## config.mk

```make
export PLATFORM = sky130hd
export DESIGN_NAME = mexp_bus
export DESIGN_NICKNAME = d
export VERILOG_FILES = /design/src/rtl/mexp_pkg.sv /design/src/rtl/mexp_bus.sv /design/src/rtl/mexp_sync.sv
export SDC_FILE = /design/constraint.sdc
export NUM_CORES = 1
export LEC_CHECK = 0
export ABC_CLOCK_PERIOD_IN_PS = 4600
export BUFFER_PORTS_ARGS = -buffer_cell sky130_fd_sc_hd__buf_2
export CORE_ASPECT_RATIO = 1.2
export CORE_MARGIN = 2
export CORE_UTILIZATION = 61
export CTS_BUF_LIST = sky130_fd_sc_hd__clkbuf_8
export DETAILED_ROUTE_END_ITERATION = 16
export GPL_TIMING_DRIVEN = 0
export HOLD_SLACK_MARGIN = 0.06
export PLACE_DENSITY = 0.84
export SYNTH_ARGS = -nofsm -noshare
export SYNTH_HDL_FRONTEND = slang
export SYNTH_HIERARCHICAL = 1
export SYNTH_SLANG_ARGS = --single-unit
```

## constraint.sdc

```tcl
create_clock -name core_clk -period 4.6 [get_ports core_clk]
set_input_delay 0.23 -clock core_clk [delete_from_list [all_inputs] [get_ports core_clk]]
set_output_delay 0.23 -clock core_clk [all_outputs]
set_load 0.01 [all_outputs]
```

## src/rtl/mexp_pkg.sv

```systemverilog
// Package of constants and types for the memory expansion port bus
package mexp_pkg;
  localparam int unsigned CLK_PERIOD_NS = 10;
  // Least address hold after the latch strobe falls, in ns
  localparam int unsigned ADDR_HOLD_NS  = 35;
  localparam int unsigned ADDR_HOLD_CYC = (ADDR_HOLD_NS + CLK_PERIOD_NS - 1) / CLK_PERIOD_NS;
  // Least latch strobe high width, in ns
  localparam int unsigned ALE_HIGH_NS   = 90;
  localparam int unsigned ALE_HIGH_CYC  = (ALE_HIGH_NS + CLK_PERIOD_NS - 1) / CLK_PERIOD_NS;
  // Least read/write strobe low width for data access, in ns
  localparam int unsigned STB_LOW_NS    = 215;
  localparam int unsigned STB_LOW_CYC   = (STB_LOW_NS + CLK_PERIOD_NS - 1) / CLK_PERIOD_NS;
  // Least read strobe low width for opcode fetch, in ns
  localparam int unsigned FETCH_LOW_NS  = 415;
  localparam int unsigned FETCH_LOW_CYC = (FETCH_LOW_NS + CLK_PERIOD_NS - 1) / CLK_PERIOD_NS;
  // Least write data hold after write strobe rises, in ns
  localparam int unsigned WR_HOLD_NS    = 60;
  localparam int unsigned WR_HOLD_CYC   = (WR_HOLD_NS + CLK_PERIOD_NS - 1) / CLK_PERIOD_NS;
  localparam int unsigned CNT_W         = 6;

  // Internal memory ranges
  localparam logic [15:0] ROM_LAST   = 16'h0FFF;
  localparam logic [15:0] RAM_FIRST  = 16'hFF00;

  // Expansion mode codes
  localparam logic [2:0] MODE_NONE = 3'h0;
  localparam logic [2:0] MODE_256  = 3'h1;
  localparam logic [2:0] MODE_4K   = 3'h2;
  localparam logic [2:0] MODE_16K  = 3'h3;
  localparam logic [2:0] MODE_60K  = 3'h4;

  // Address lines of the high port per mode
  localparam logic [7:0] HI_MASK_4K  = 8'h0F;
  localparam logic [7:0] HI_MASK_16K = 8'h3F;
  localparam logic [7:0] HI_MASK_60K = 8'hFF;

  // Reset values
  localparam logic [7:0] RST_BYTE = 8'h00;

  typedef enum logic [5:0] {
    MEXP_IDLE  = 6'b00_0001,
    MEXP_ADDR  = 6'b00_0010,
    MEXP_HOLD  = 6'b00_0100,
    MEXP_STB   = 6'b00_1000,
    MEXP_WHOLD = 6'b01_0000,
    MEXP_DONE  = 6'b10_0000
  } mexp_state_e;
endpackage : mexp_pkg

```

## src/rtl/mexp_bus.sv

```systemverilog
// Memory expansion and general port logic: ports D, F, C and bus cycle engine
`timescale 1ns/100ps
`default_nettype none
module mexp_bus
  import mexp_pkg::*;
#(
  parameter int unsigned ADDR_HOLD = mexp_pkg::ADDR_HOLD_CYC,
  parameter int unsigned ALE_HIGH  = mexp_pkg::ALE_HIGH_CYC,
  parameter int unsigned STB_LOW   = mexp_pkg::STB_LOW_CYC,
  parameter int unsigned FETCH_LOW = mexp_pkg::FETCH_LOW_CYC,
  parameter int unsigned WR_HOLD   = mexp_pkg::WR_HOLD_CYC
) (
  input  wire logic        core_clk,
  input  wire logic        sys_rst,
  input  wire logic        clk_en,
  // Core access request
  input  wire logic        acc_req,
  input  wire logic        acc_write,
  input  wire logic        acc_fetch,
  input  wire logic        acc_io,
  input  wire logic [15:0] acc_addr,
  input  wire logic [7:0]  acc_wdata,
  output logic             acc_done,
  output logic             acc_ext,
  output logic [7:0]       acc_rdata,
  // Port configuration from the core
  input  wire logic        cfg_we,
  input  wire logic        bus_en_in,
  input  wire logic        addr_data_dir_in,
  input  wire logic [7:0]  high_dir_in,
  input  wire logic [7:0]  alt_dir_in,
  input  wire logic [7:0]  alt_func_in,
  input  wire logic        port_we,
  input  wire logic [7:0]  addr_data_out_in,
  input  wire logic [7:0]  high_out_in,
  input  wire logic [7:0]  alt_out_in,
  input  wire logic [7:0]  alt_periph_out,
  output logic [7:0]       addr_data_rd,
  output logic [7:0]       high_rd,
  output logic [7:0]       alt_rd,
  output logic [2:0]       exp_mode,
  // Pins
  input  wire logic [7:0]  addr_data_lines_i,
  output logic [7:0]       addr_data_lines_o,
  output logic [7:0]       addr_data_lines_oe,
  input  wire logic [7:0]  high_address_lines_i,
  output logic [7:0]       high_address_lines_o,
  output logic [7:0]       high_address_lines_oe,
  input  wire logic [7:0]  alt_function_lines_i,
  output logic [7:0]       alt_function_lines_o,
  output logic [7:0]       alt_function_lines_oe,
  input  wire logic        mode_select_hi_i,
  output logic             mode_select_hi_o,
  output logic             mode_select_hi_oe,
  input  wire logic        mode_select_lo_i,
  output logic             mode_select_lo_o,
  output logic             mode_select_lo_oe,
  output logic             ale,
  output logic             rd_n,
  output logic             wr_n
);
  import mexp_pkg::*;

  ////////////////////////////////////////////////////////////////////////////
  // Decoding helpers

  function automatic logic [2:0] mode_of(input logic en, input logic [1:0] code);
    unique case (code)
      2'b00:   mode_of = MODE_256;
      2'b01:   mode_of = MODE_4K;
      2'b10:   mode_of = MODE_16K;
      default: mode_of = MODE_60K;
    endcase
    if (!en) begin
      mode_of = MODE_NONE;
    end
  endfunction : mode_of

  function automatic logic [7:0] hi_mask(input logic [2:0] m);
    case (m)
      MODE_4K:  hi_mask = HI_MASK_4K;
      MODE_16K: hi_mask = HI_MASK_16K;
      MODE_60K: hi_mask = HI_MASK_60K;
      default:  hi_mask = 8'h00;
    endcase
  endfunction : hi_mask

  // Window opens just above on-chip ROM and spans what the mode's address lines can name
  function automatic logic in_range(input logic [2:0] m, input logic [15:0] a);
    logic [15:0] top;
    top = {hi_mask(m), 8'hFF};
    in_range = (m != MODE_NONE) && (((a - (ROM_LAST + 16'h0001)) & ~top) == 16'h0000);
  endfunction : in_range

  ////////////////////////////////////////////////////////////////////////////
  // Pin synchronisers

  logic [7:0] ad_s;
  logic [7:0] hi_s;
  logic [7:0] alt_s;
  logic [1:0] mode_s;

  mexp_sync #(.WIDTH(8)) u_sync_ad (
    .core_clk (core_clk),
    .sys_rst  (sys_rst),
    .clk_en   (clk_en),
    .async_in (addr_data_lines_i),
    .sync_out (ad_s)
  );
  mexp_sync #(.WIDTH(8)) u_sync_hi (
    .core_clk (core_clk),
    .sys_rst  (sys_rst),
    .clk_en   (clk_en),
    .async_in (high_address_lines_i),
    .sync_out (hi_s)
  );
  mexp_sync #(.WIDTH(8)) u_sync_alt (
    .core_clk (core_clk),
    .sys_rst  (sys_rst),
    .clk_en   (clk_en),
    .async_in (alt_function_lines_i),
    .sync_out (alt_s)
  );
  mexp_sync #(.WIDTH(2)) u_sync_mode (
    .core_clk (core_clk),
    .sys_rst  (sys_rst),
    .clk_en   (clk_en),
    .async_in ({mode_select_hi_i, mode_select_lo_i}),
    .sync_out (mode_s)
  );

  ////////////////////////////////////////////////////////////////////////////
  // State

  typedef struct packed {
    mexp_state_e      st;
    logic [CNT_W-1:0] cnt;
    logic             strap_done;
    logic [1:0]       strap;
    logic [1:0]       strap_age;
    logic [2:0]       mode;
    logic             bus_en;
    logic             ad_dir;
    logic [7:0]       hi_dir;
    logic [7:0]       alt_dir;
    logic [7:0]       alt_func;
    logic [7:0]       ad_out;
    logic [7:0]       hi_out;
    logic [7:0]       alt_out;
    logic             wr;
    logic             fetch;
    logic             io;
    logic [15:0]      addr;
    logic [7:0]       wdata;
    logic [7:0]       rdata;
    logic             done;
    logic             ext;
    logic [7:0]       ad_o;
    logic [7:0]       ad_oe;
    logic [7:0]       hi_o;
    logic [7:0]       hi_oe;
    logic [7:0]       alt_o;
    logic [7:0]       alt_oe;
    logic [7:0]       ad_rd;
    logic [7:0]       hi_rd;
    logic [7:0]       alt_rd;
    logic             ale;
    logic             rd_n;
    logic             wr_n;
    logic             m1;
    logic             iom;
  } mexp_state_s;

  mexp_state_s s_reg;
  mexp_state_s s_next;
  logic [2:0]  mode_eff;

  // Mode from the caught strap, active only once software enables the bus
  assign mode_eff = mode_of(s_reg.bus_en, s_reg.strap);

  always_comb begin
    logic [7:0] hm;
    logic       ext_ok;
    hm     = hi_mask(mode_eff);
    ext_ok = acc_addr > ROM_LAST && acc_addr < RAM_FIRST && in_range(mode_eff, acc_addr);
    s_next = s_reg;
    s_next.done = 1'b0;
    // Strap is caught on the third edge after reset, once the synchroniser holds the pins
    if (!s_reg.strap_done) begin
      if (s_reg.strap_age == 2'h2) begin
        s_next.strap      = mode_s;
        s_next.strap_done = 1'b1;
      end else begin
        s_next.strap_age = s_reg.strap_age + 2'h1;
      end
    end
    if (cfg_we) begin
      s_next.bus_en   = bus_en_in;
      s_next.ad_dir   = addr_data_dir_in;
      s_next.hi_dir   = high_dir_in;
      s_next.alt_dir  = alt_dir_in;
      s_next.alt_func = alt_func_in;
    end
    if (port_we) begin
      s_next.ad_out  = addr_data_out_in;
      s_next.hi_out  = high_out_in;
      s_next.alt_out = alt_out_in;
    end
    s_next.cnt = s_reg.cnt - 1'b1;
    unique case (s_reg.st)
      MEXP_IDLE: begin
        s_next.cnt = s_reg.cnt;
        if (acc_req && ext_ok) begin
          s_next.st    = MEXP_ADDR;
          s_next.wr    = acc_write;
          s_next.fetch = acc_fetch && !acc_write;
          s_next.io    = acc_io;
          s_next.addr  = acc_addr;
          s_next.wdata = acc_wdata;
          s_next.ale   = 1'b1;
          s_next.cnt   = CNT_W'(ALE_HIGH - 1);
          s_next.m1    = acc_fetch && !acc_write;
          s_next.iom   = acc_io;
        end else if (acc_req) begin
          s_next.done = 1'b1;  // Internal target, answered at once
          s_next.ext  = 1'b0;
        end
      end
      MEXP_ADDR: begin
        if (s_reg.cnt == '0) begin
          s_next.ale = 1'b0;
          s_next.st  = MEXP_HOLD;
          s_next.cnt = CNT_W'(ADDR_HOLD - 1);
        end
      end
      MEXP_HOLD: begin
        if (s_reg.cnt == '0) begin
          s_next.st = MEXP_STB;
          s_next.rd_n = s_reg.wr;
          s_next.wr_n = !s_reg.wr;
          s_next.cnt  = CNT_W'((s_reg.fetch ? FETCH_LOW : STB_LOW) - 1);
        end
      end
      MEXP_STB: begin
        if (s_reg.cnt == '0) begin
          s_next.rd_n  = 1'b1;
          s_next.wr_n  = 1'b1;
          s_next.rdata = ad_s;
          s_next.st    = s_reg.wr ? MEXP_WHOLD : MEXP_DONE;
          s_next.cnt   = CNT_W'(WR_HOLD - 1);
        end
      end
      MEXP_WHOLD: begin
        // Data stays on the bus after the write strobe rises
        if (s_reg.cnt == '0) begin
          s_next.st = MEXP_DONE;
        end
      end
      MEXP_DONE: begin
        s_next.st   = MEXP_IDLE;
        s_next.done = 1'b1;
        s_next.ext  = 1'b1;
        s_next.m1   = 1'b0;
        s_next.iom  = 1'b0;
      end
    endcase

    // Address/data port: address while latched, data only for writes
    if (mode_eff != MODE_NONE && s_reg.st != MEXP_IDLE) begin
      if (s_next.st == MEXP_ADDR || s_next.st == MEXP_HOLD) begin
        s_next.ad_o  = s_reg.st == MEXP_IDLE ? acc_addr[7:0] : s_reg.addr[7:0];
        s_next.ad_oe = 8'hFF;
      end else begin
        s_next.ad_o  = s_reg.wdata;
        s_next.ad_oe = {8{s_reg.wr}};
      end
    end else if (mode_eff != MODE_NONE && s_next.st == MEXP_ADDR) begin
      s_next.ad_o  = acc_addr[7:0];
      s_next.ad_oe = 8'hFF;
    end else if (mode_eff != MODE_NONE) begin
      s_next.ad_o  = s_reg.ad_out;
      s_next.ad_oe = 8'h00;  // Bus idle: port released
    end else begin
      s_next.ad_o  = s_reg.ad_out;
      s_next.ad_oe = {8{s_reg.ad_dir}};
    end
    s_next.ad_rd = ad_s;

    // High port: address lines per mode, general I/O elsewhere
    for (int i = 0; i < 8; i++) begin
      if (hm[i]) begin
        s_next.hi_o[i]  = s_next.st == MEXP_IDLE ? 1'b0 :
                          (s_reg.st == MEXP_IDLE ? acc_addr[8+i] : s_reg.addr[8+i]);
        s_next.hi_oe[i] = 1'b1;
      end else begin
        s_next.hi_o[i]  = s_reg.hi_out[i];
        s_next.hi_oe[i] = s_reg.hi_dir[i];
      end
      s_next.alt_o[i]  = s_reg.alt_func[i] ? alt_periph_out[i] : s_reg.alt_out[i];
      s_next.alt_oe[i] = s_reg.alt_dir[i];
    end
    s_next.hi_rd  = hi_s;
    s_next.alt_rd = alt_s;
    s_next.mode   = mode_of(s_next.bus_en, s_next.strap);
  end

  ////////////////////////////////////////////////////////////////////////////
  // Registers

  always_ff @(posedge core_clk) begin
    if (sys_rst) begin
      s_reg          <= '0;
      s_reg.st       <= MEXP_IDLE;
      s_reg.ad_out   <= RST_BYTE;
      s_reg.rd_n     <= 1'b1;
      s_reg.wr_n     <= 1'b1;
      s_reg.alt_func <= RST_BYTE;
      s_reg.alt_dir  <= RST_BYTE;
    end else if (clk_en) begin
      s_reg <= s_next;
    end
  end

  assign acc_done              = s_reg.done;
  assign acc_ext               = s_reg.ext;
  assign acc_rdata             = s_reg.rdata;
  assign addr_data_rd          = s_reg.ad_rd;
  assign high_rd               = s_reg.hi_rd;
  assign alt_rd                = s_reg.alt_rd;
  assign exp_mode              = s_reg.mode;
  assign addr_data_lines_o     = s_reg.ad_o;
  assign addr_data_lines_oe    = s_reg.ad_oe;
  assign high_address_lines_o  = s_reg.hi_o;
  assign high_address_lines_oe = s_reg.hi_oe;
  assign alt_function_lines_o  = s_reg.alt_o;
  assign alt_function_lines_oe = s_reg.alt_oe;
  // Mode pins turn to outputs once the strap has been caught
  assign mode_select_hi_o      = s_reg.m1;
  assign mode_select_hi_oe     = s_reg.strap_done;
  assign mode_select_lo_o      = s_reg.iom;
  assign mode_select_lo_oe     = s_reg.strap_done;
  assign ale                   = s_reg.ale;
  assign rd_n                  = s_reg.rd_n;
  assign wr_n                  = s_reg.wr_n;
endmodule : mexp_bus
`default_nettype wire

```

## src/rtl/mexp_sync.sv

```systemverilog
// Two flip-flop synchroniser for a group of pin inputs
`timescale 1ns/100ps
`default_nettype none
module mexp_sync #(
  parameter int unsigned WIDTH = 8
) (
  input  wire logic             core_clk,
  input  wire logic             sys_rst,
  input  wire logic             clk_en,
  input  wire logic [WIDTH-1:0] async_in,
  output var  logic [WIDTH-1:0] sync_out
);
  logic [WIDTH-1:0] meta_reg;

  // First stage feeds only the second stage
  always_ff @(posedge core_clk) begin
    if (sys_rst) begin
      meta_reg <= '0;
      sync_out <= '0;
    end else if (clk_en) begin
      meta_reg <= async_in;
      sync_out <= meta_reg;
    end
  end
endmodule : mexp_sync
`default_nettype wire

```

# ---- Word level (Yosys, flattened, before mapping)
# Cells that the tools add are included.
# Widths: inputs -> output; s select.
dict set report totals {
  reg_bits 235
  inputBits 117
  out_inout_bits 92
  word_cells 179
}
dict set report classes {
  n_addsub 4
  n_lt_le_gt_ge 2
  eq_ne 24
  muxes 74
  bitwise 4
  n_reduce_logical 28
}
# op n
set ops {}
lappend ops {{$mux 12} 4}
lappend ops {{$mux 16} 3}
lappend ops {{$mux 1} 42}
lappend ops {{$pmux 6 s6} 1}
lappend ops {{$mux 26} 1}
lappend ops {{$pmux 6 s4} 1}
lappend ops {{$pmux 8 s3} 1}
lappend ops {{$mux 6} 3}
lappend ops {{$pmux 3 s3} 2}
lappend ops {{$and 16x16->16} 1}
lappend ops {{$gt 16x12->1 const B} 1}
lappend ops {{$logic_not 16->1} 1}
lappend ops {{$lt 16x16->1 const B} 1}
lappend ops {{$mux 8} 2}
lappend ops {{$not 16->16} 1}
lappend ops {{$sub 16x13->16 const B} 1}
lappend ops {{$eq 6x1->1 const B} 2}
lappend ops {{$eq 6x2->1 const B} 2}
lappend ops {{$eq 6x3->1 const B} 2}
lappend ops {{$mux 2} 6}
lappend ops {{$ne 2x2->1 const B} 6}
lappend ops {{$pmux 2 s2} 3}
lappend ops {{$reduce_and 3->1} 4}
lappend ops {{$reduce_and 4->1} 3}
lappend ops {{other kinds (22)} 42}

# ---- Depth between registers and ports, before layout
# Gate-level depths: netlist (run 1).
dict set report depth {
  depth_word 17
  ltp_mapped 11
}

# ---- By module
# Netlist (run 1), hierarchy kept.
# mod instances cells_each area_each_um2 seq_area_each_um2
set modules_own_cells {}
lappend modules_own_cells {mexp_bus 1 1027 8199.1 3523.4}
lappend modules_own_cells {{mexp_sync at u_sync_ad ...} 3 52 580.6 320.3}
lappend modules_own_cells {{mexp_sync at u_sync_mode} 1 13 140.1 80.1}

# ---- Worst setup path before layout (run 1)
# OpenSTA, ideal clock, no wires.
dict set report synth_path {
  path_type {register to register}
  start {register s_reg[172] (netlist bit)}
  end {register s_reg, in the netlist addr_data_lines_o[7]}
  t_arrival_ps 2881
  required_ps 4484
  path_slack_ps 1603
  stages_incl_launch_ff 11
  path_buffers 0
  path_cell_list {dfxtp_1 inv_1 ha_1 or4b_4 nor2_2 mux2_2 or4_4 a211oi_4 nand2_4 mux2_1 o211a_1}
}
dict set report synth_via {
  elab_chain_len 7
  elab_cells_between_ends 13
  classes_between {eq/ne (2); mux (8); reduce/logical (3)}
}
# item line
set synth_lines {}
lappend synth_lines {{from (decl)} mexp_bus.sv:174} ;# mexp_state_s s_reg;
lappend synth_lines {{from (signal assigned)} mexp_bus.sv:320} ;# s_reg <= s_next;
lappend synth_lines {{$logic_not 6->1 *} --}
lappend synth_lines {{$mux 6 (tied with other cells)} mexp_bus.sv:255} ;# if (s_reg.cnt == '0) begin
lappend synth_lines {{$pmux 6 s6 *} mexp_bus.sv:210} ;# unique case (s_reg.st)
lappend synth_lines {{$eq 6x2->1 / $eq 6x3->1 (equally long branches)} {mexp_bus.sv:270, mexp_bus.sv:277}}
lappend synth_lines {{$logic_and 1x1->1 / $logic_or 1x1->1 (equally long branches)} {mexp_bus.sv:277, mexp_bus.sv:270}}
lappend synth_lines {{$mux 16, on equally long branches} {mexp_bus.sv:277, mexp_bus.sv:270}}
lappend synth_lines {{$mux 16 *} mexp_bus.sv:269} ;# if (mode_eff != MODE_NONE && s_reg.st != MEXP_IDLE) begin
# Mark *: on every way between the ends. The rest lies on a longest branch, timed or not.
# A chain may end at the register's enable or synchronous reset.

# ---- Worst setup path after layout (run 1)
dict set report layout_path {
  start {register s_reg[170] (netlist bit)}
  end {register s_reg[92] (netlist bit)}
}
dict set report layout_via {
  elab_chain_len 12
  elab_cells_between_ends 17
  classes_between {eq/ne (5); mux (3); bitwise (2); reduce/logical (7)}
}
# item line
set layout_lines {}
lappend layout_lines {{$eq 2x2->1 (tied with other cells)} mexp_bus.sv:68} ;# unique case (code)
lappend layout_lines {{$pmux 3 s3 *} mexp_bus.sv:68}
lappend layout_lines {{$mux 3 *} mexp_bus.sv:74} ;# if (!en) begin
lappend layout_lines {{$eq 3x3->1 / $eq 3x2->1 (equally long branches)} mexp_bus.sv:80} ;# case (m)
lappend layout_lines {{$pmux 8 s3} mexp_bus.sv:80}
lappend layout_lines {{$not 16->16} mexp_bus.sv:92} ;# in_range = (m != MODE_NONE) && (((a - (ROM_LAST + 16'h0001)) & ~top) == 16'h0000);
lappend layout_lines {{$and 16x16->16} mexp_bus.sv:92}
lappend layout_lines {{$logic_not 16->1} mexp_bus.sv:92}
lappend layout_lines {{$logic_and 1x1->1 *} mexp_bus.sv:92}
lappend layout_lines {{$logic_and 1x1->1 *} mexp_bus.sv:185} ;# ext_ok = acc_addr > ROM_LAST && acc_addr < RAM_FIRST && in_range(mode_eff, acc_addr);
lappend layout_lines {{$logic_and 1x1->1 *} mexp_bus.sv:213} ;# if (acc_req && ext_ok) begin
lappend layout_lines {{$reduce_and 3->1 (no source line) *} --}
# Marked as above.

==> results of run 1 <==
==> report_power, final <==
group	total [W]	internal, W	switching (W)
Combinational	0.000502	0.000242	0.000260
Clock	0.00163	0.000825	0.000806
Sequential	0.00209	0.00204	0.0000493
Total	0.00423	0.00311	0.00111
==> logic make-up (layout without fill, tap and decap cells) <==
logic type	count (synthesis)	after routing	synth area share (%)
DFF	228	228	45.3
AOI/OAI and AO/OA	207	207	12.8
adders and majority gates	9	9	1.12
muxes	115	115	11.5
xor gates and xnor gates	1	1	0.0869
other	0	3	0
and+or+nand+nor	469	469	19.1
buffers and inverters	167	539	10.2
==> repair_timing <==
| action | 4_1_cts | 5_1_grt |
|---|---|---|
| endpoints found under the hold margin | 103 | 0 |
| buffers inserted | 0 | 0 |
| hold buffers | 104 | 0 |
==> routing by layer <==
| layer | track usage [%] | vias to the layer above |
|---|---|---|
| met2 | 65.6 | 509 |
| li1 | - | 4644 |
| met3 | 6.86 | 140 |
| met1 | 39.6 | 4701 |
| met5 | 0 | - |
| met4 | 19.7 | 0 |
==> Yosys cell counts (all sizes together), types with 2 or more instances <==
library cell / instances
a211o: 3
a211oi: 33
a21boi: 3
a21oi: 102
a22oi: 11
and2: 4
and3: 3
buf: 108
clkbuf: 45
dfxtp: 228
ha: 9
inv: 14
mux2: 9
mux2i: 106
nand2: 216
nand2b: 5
nand3: 8
nand3b: 2
nand4: 4
nor2: 195
nor2b: 2
nor3: 15
nor3b: 3
nor4: 4
o211a: 8
o21a: 6
o21ai: 28
o41ai: 3
or4: 3
==> critical path: stages, from the launching register on <==
cell	delay (ns)
dfxtp_1	0.55
inv_1	0.16
ha_1	0.39
nor4b_1	0.69
a211oi_1	0.21
a211o_1	0.29
nor3_2	0.56
nand2_1	0.23
nor2_1	0.67
buf_2	0.35
nand2_1	0.11
a21oi_1	0.12
==> per-stage QoR <==
| step | hold slack (ns) | setup WS [ns] | power (W) | instances | utilization, % |
|---|---|---|---|---|---|
| 2_1_floorplan | 0.302 | 1.60 | 0.00237 | 1196 | - |
| 3_3_place_gp | 0.439 | 0.553 | 0.00253 | 1616 | 70.3 |
| 3_5_place_dp | 0.446 | 0.468 | 0.00254 | 1617 | 70.3 |
| 4_1_cts | 0.0802 | 0.409 | 0.00417 | 1780 | 80.8 |
| 5_1_grt | 0.102 | 0.0387 | 0.00434 | 1781 | 80.8 |
| 6_report | 0.0703 | 0.197 | 0.00423 | 1783 | 80.8 |
==> worst max-delay path by stage <==
stage | start | endpoint | slack (ns) | depth (start not counted)
after floorplan | s_reg[172] | addr_data_lines_o[7] | 1.60 | 10
after global placement | s_reg[170] | s_reg[94] | 0.55 | 11
after detailed placement | s_reg[170] | s_reg[93] | 0.47 | 11
after CTS | s_reg[170] | s_reg[93] | 0.41 | 11
after global routing | s_reg[170] | s_reg[92] | 0.04 | 10
final | s_reg[170] | s_reg[92] | 0.20 | 11
==> placed cells by master, fill, tap and decap left out, types with 8 or more instances in the layout <==
cell	count
a211oi_1	31
a21oi_1	102
a22oi_1	11
buf_1	12
buf_2	213
buf_4	86
clkbuf_1	44
clkbuf_8	42
dfxtp_1	228
dlygate4sd3_1	104
ha_1	9
inv_1	27
mux2_2	8
mux2i_1	106
nand2_1	215
nand3_1	8
nor2_1	193
nor3_1	14
o211a_1	8
o21ai_0	27
==> cell type report <==
cell class | count | area [um^2]
diodes | 3 | 7.51
plain buffers | 153 | 972
clock buffers | 42 | 578
clock inverters | 17 | 73.8
fillers | 1023 | 3110
inverters | 14 | 52.6
multi-input cells | 801 | 4500
flip-flops and latches | 228 | 4560
well taps | 212 | 265
repair buffers | 313 | 2090
==> impl_metrics.py, run 1 <==
metrics = {
    "routing": {
        "antenna_left": 0,
        "wl_per_cell_um": 18.4,
        "routed_via_density": 5.61,
        "num_vias": 9994,
        "wl_met2_um": 16500,
        "wl_met3_um": 2410,
        "wl_um": 32800,
        "wl_met1_um": 12200,
        "drt-initial-drc-count": 841,
        "drc": 0,
        "top_layer_used": "met4",
        "dr.pass1.iters": 7,
    },
    "logic_synthesis": {
        "syn_inst": 1196,
        "netlist_area_um2": 10100,
        "ys_warn_count": 6,
        "synth.distinct_cells": 58,
        "syn_nets": 1322,
        "synth_top_area_share_pct": 45.3,
        "async_reset_ff_share_pct": 0,
        "yosysSeqAreaShare_pct": 45.3,
        "synth_ff_type": "dfxtp_1",
        "synth_largest_area_cell": "dfxtp_1",
        "synth.avg_cell_area_um2": 8.43,
        "synth_edf_count": 0,
        "ys_seq_elements": 228,
        "synthTopCellsByArea": "dfxtp_1 45%, mux2i_1 11%, nand2_1 8.0%",
    },
    "hold_path": {
        "hold_path.class": "in -> reg",
        "hp-start": "alt_periph_out[3]",
        "worstHoldEndpoint": "alt_function_lines_o[3]",
        "hold_depth": 3,
    },
    "floorplanning": {
        "rows": 51,
        "io_pins": 209,
        "fp.coreArea_um2": 16200,
        "chipWidth_um": 121,
        "die-area_um2": 17600,
        "initial_utilization_pct": 62.2,
        "die_h_um": 145,
    },
    "final_layout": {
        "drive_gt1_share_pct": 23.6,
        "synthToLayoutAreaGrowth_pct": 30.0,
        "num-nets-final": 1673,
        "largest_register_ffs": 84,
        "fin_area_um2": 13100,
    },
    "timing": {
        "timing.setup.tns_ns": 0,
        "report.final.setup_viol": 0,
        "finalMaxSlewViolations": 0,
        "period_share_pct": 95.7,
        "worstMarginPinSlew_ns": 1.10,
        "final_hold_viol_count": 0,
        "slew_headroom_pct": 25.9,
        "period_needed_ns": 4.40,
        "fin_skew_ns": 0.0182,
        "fmax_mhz": 227,
        "rsz0062_at_grt": "false",
    },
    "clock_tree": {
        "cts_resized": 0,
        "clock_path_buffers": 3,
        "cts-root-buf": "clkbuf_8",
        "clk_pin_slew_ns": 0.07,
        "cts_inserted_buffers": 36,
        "clock_sinks": 228,
        "h-tree-depth": 2,
        "cts_tree": "yes",
        "worstSkewPairLatency_ns": 0.52,
    },
    "worst_setup_path": {
        "r2r_setup_slack_ns": 0.20,
        "r2r_start": "s_reg[170]",
        "critical_path_class": "reg -> reg",
        "crit_fanout": 10,
        "reg2reg_to": "s_reg[92]",
        "ff2ff_path_depth": 11,
        "crit_path_end_kind": "flop",
        "required_ns": 5.05,
        "arrival_ns": 4.85,
        "critPathLaunchType": "flop",
    },
    "placement": {
        "port_buffers": 208,
        "gp_routability_congestion": 0.920,
        "placed_cell_area_um2": 11400,
        "hpwlAfterDp_um": 20400,
    },
    "global_route": {
        "grt_pass1_wl_um": 49800,
        "track_usage_pct": 36.1,
        "grt_max_degree": 11,
        "grt_overflow": 0,
        "antenna_found_initial": 2,
        "grt_pass1_vias": 10100,
    },
    "job": {
        "cap_violations": 0,
    },
    "pwr": {
        "power_density_nw_per_um2": 323,
        "max-vdd-ir-drop_mv": 0.264,
        "p_leak_nw": 6.05,
    },
    "status": {
        "outcome": "completed",
    },
}
No activity file was read; power rests on OpenSTA's default activity.
==> run 2: changes to the inputs <==
RECOVER_POWER = 50   (was default)
==> impl_metrics.py, run 2 (synthesis results as in run 1) <==
metrics = {
    "routing": {
        "routed_via_density": 5.61,
        "wl_um": 32800,
        "dr.pass1.iters": 5,
        "antenna_left": 0,
        "wl_per_cell_um": 18.4,
        "drt-initial-drc-count": 848,
        "num_vias": 10000,
        "drc": 0,
    },
    "timing": {
        "report.final.setup_viol": 0,
        "worstMarginPinSlew_ns": 1.11,
        "whs_ns": 0.0758,
        "fin_skew_ns": 0.0133,
        "finalMaxSlewViolations": 0,
        "timing.setup.tns_ns": 0,
        "period_needed_ns": 4.41,
        "fmax_mhz": 227,
        "rsz0062_at_grt": "false",
        "final_hold_viol_count": 0,
        "slew_headroom_pct": 25.3,
        "period_share_pct": 95.8,
    },
    "status": {
        "outcome": "completed",
    },
    "floorplanning": {
        "chipWidth_um": 121,
        "die_h_um": 145,
        "io_pins": 209,
        "fp.coreArea_um2": 16200,
        "rows": 51,
        "die-area_um2": 17600,
        "initial_utilization_pct": 62.2,
    },
    "global_route": {
        "grt_overflow": 0,
        "grt_pass1_vias": 10100,
        "track_usage_pct": 36.1,
        "antenna_found_initial": 2,
        "grt_max_degree": 11,
        "grt_pass1_wl_um": 49800,
    },
    "clock_tree": {
        "clk_pin_slew_ns": 0.06,
        "worstSkewPairLatency_ns": 0.52,
        "cts_tree": "yes",
        "post_cts_buffers": 0,
        "cts_inserted_buffers": 36,
        "cts-root-buf": "clkbuf_8",
        "clock_sinks": 228,
        "h-tree-depth": 2,
        "clock_path_buffers": 3,
    },
    "placement": {
        "gp_routability_congestion": 0.920,
        "hpwlAfterDp_um": 20400,
        "port_buffers": 208,
    },
    "pwr": {
        "p_leak_nw": 5.70,
        "power_density_nw_per_um2": 324,
        "max-vdd-ir-drop_mv": 0.265,
    },
    "job": {
        "cap_violations": 0,
    },
    "final_layout": {
        "layout.area.seq_um2": 4560,
        "final_common_cell": "dfxtp_1",
        "largest_register_ffs": 84,
        "multiInputGateArea_um2": 4500,
        "drive_gt1_share_pct": 18.2,
        "synthToLayoutAreaGrowth_pct": 28.9,
        "num-nets-final": 1673,
        "mostFrequentLayoutCells": "228 x dfxtp_1, 215 x nand2_1, 193 x nor2_1",
        "n_fill_cell": 1082,
    },
    "worst_setup_path": {
        "critical_path_class": "reg -> reg",
        "r2r_setup_slack_ns": 0.19,
        "reg2reg_to": "s_reg[107]",
        "r2r_start": "s_reg[170]",
        "crit_path_end_kind": "flop",
        "critPathSlowestCell": "nor4b_1",
        "ff2ff_path_depth": 11,
        "arrival_ns": 4.84,
        "crit_start": "s_reg[170]",
        "path_cells": "inv_1, ha_1, nor4b_1, a211oi_1, a211o_1, nor3_2, nand2_1, nor2_1, buf_2, nand2_1, a21oi_1",
        "critPathLaunchType": "flop",
        "cp_slowest_stage_delay_ns": 0.69,
        "crit_fanout": 10,
        "required_ns": 5.03,
        "path_common_cell": "nand2_1",
    },
    "hold_path": {
        "hp-start": "alt_periph_out[6]",
        "worstHoldEndpoint": "alt_function_lines_o[6]",
        "hold_depth": 3,
        "hold_path.class": "in -> reg",
    },
}
-- run 2: stage by stage --
stage	area, um^2	total power, W	instances	setup slack, ns	utilization [%]
finish	13000	0.00422	1783	0.192	80.2
detailed placement	11400	0.00254	1617	0.468	70.3
floorplan	10100	0.00237	1196	1.60	-
global placement	11400	0.00253	1616	0.553	70.3
CTS	13100	0.00417	1780	0.409	80.8
global route	13000	0.00433	1781	0.0388	80.2
-- run 2: where the power goes --
| group | switching, W | internal [W] |
|---|---|---|
| combinational | 0.000261 | 0.000235 |
| sequential | 0.0000494 | 0.00204 |
| clock | 0.000801 | 0.000825 |
-- run 2: timing repair --
item | 4_1_cts | 5_1_grt
resized for setup | 0 | 0
hold buffers | 104 | 0
endpoints found under the hold margin | 103 | 0
-- run 2: final cells by class --
type | count | area share [%]
Antenna cell | 3 | 0.0578
Buffer | 153 | 7.45
Timing Repair Buffer | 313 | 15.3
Sequential cell | 228 | 35.1
Tap cell | 212 | 2.04
Clock buffer | 42 | 4.45
Multi-Input combinational cell | 801 | 34.6
Clock inverter | 17 | 0.568
Inverter | 14 | 0.404
-- run 2: how the worst max path moves through the flow --
stage / endpoint / slack (ns) / depth (start not counted)
global route: s_reg[92] / 0.04 / 10
global placement: s_reg[94] / 0.55 / 11
CTS: s_reg[93] / 0.41 / 11
detailed placement: s_reg[93] / 0.47 / 11
floorplan: addr_data_lines_o[7] / 1.60 / 10
finish: s_reg[107] / 0.19 / 11
-- run 2: per-layer routing --
layer / GRT usage, % / vias to the layer above / part of all wire, %
li1: - / 4649 / -
met5: 0 / - / 0
met3: 6.86 / 131 / 7.6
met4: 19.7 / 0 / 5.1
met1: 39.6 / 4714 / 37
met2: 65.6 / 512 / 50
-- run 2: critical path, delay by kind of cell (launching register included) --
| kind | cells | cell delay, ns |
|---|---|---|
| DFF | 1 | 0.56 |
| AOI/OAI and AO/OA | 3 | 0.62 |
| adders and majority gates | 1 | 0.40 |
| buffers and inverters | 2 | 0.51 |
| and+or+nand+nor | 5 | 2.24 |
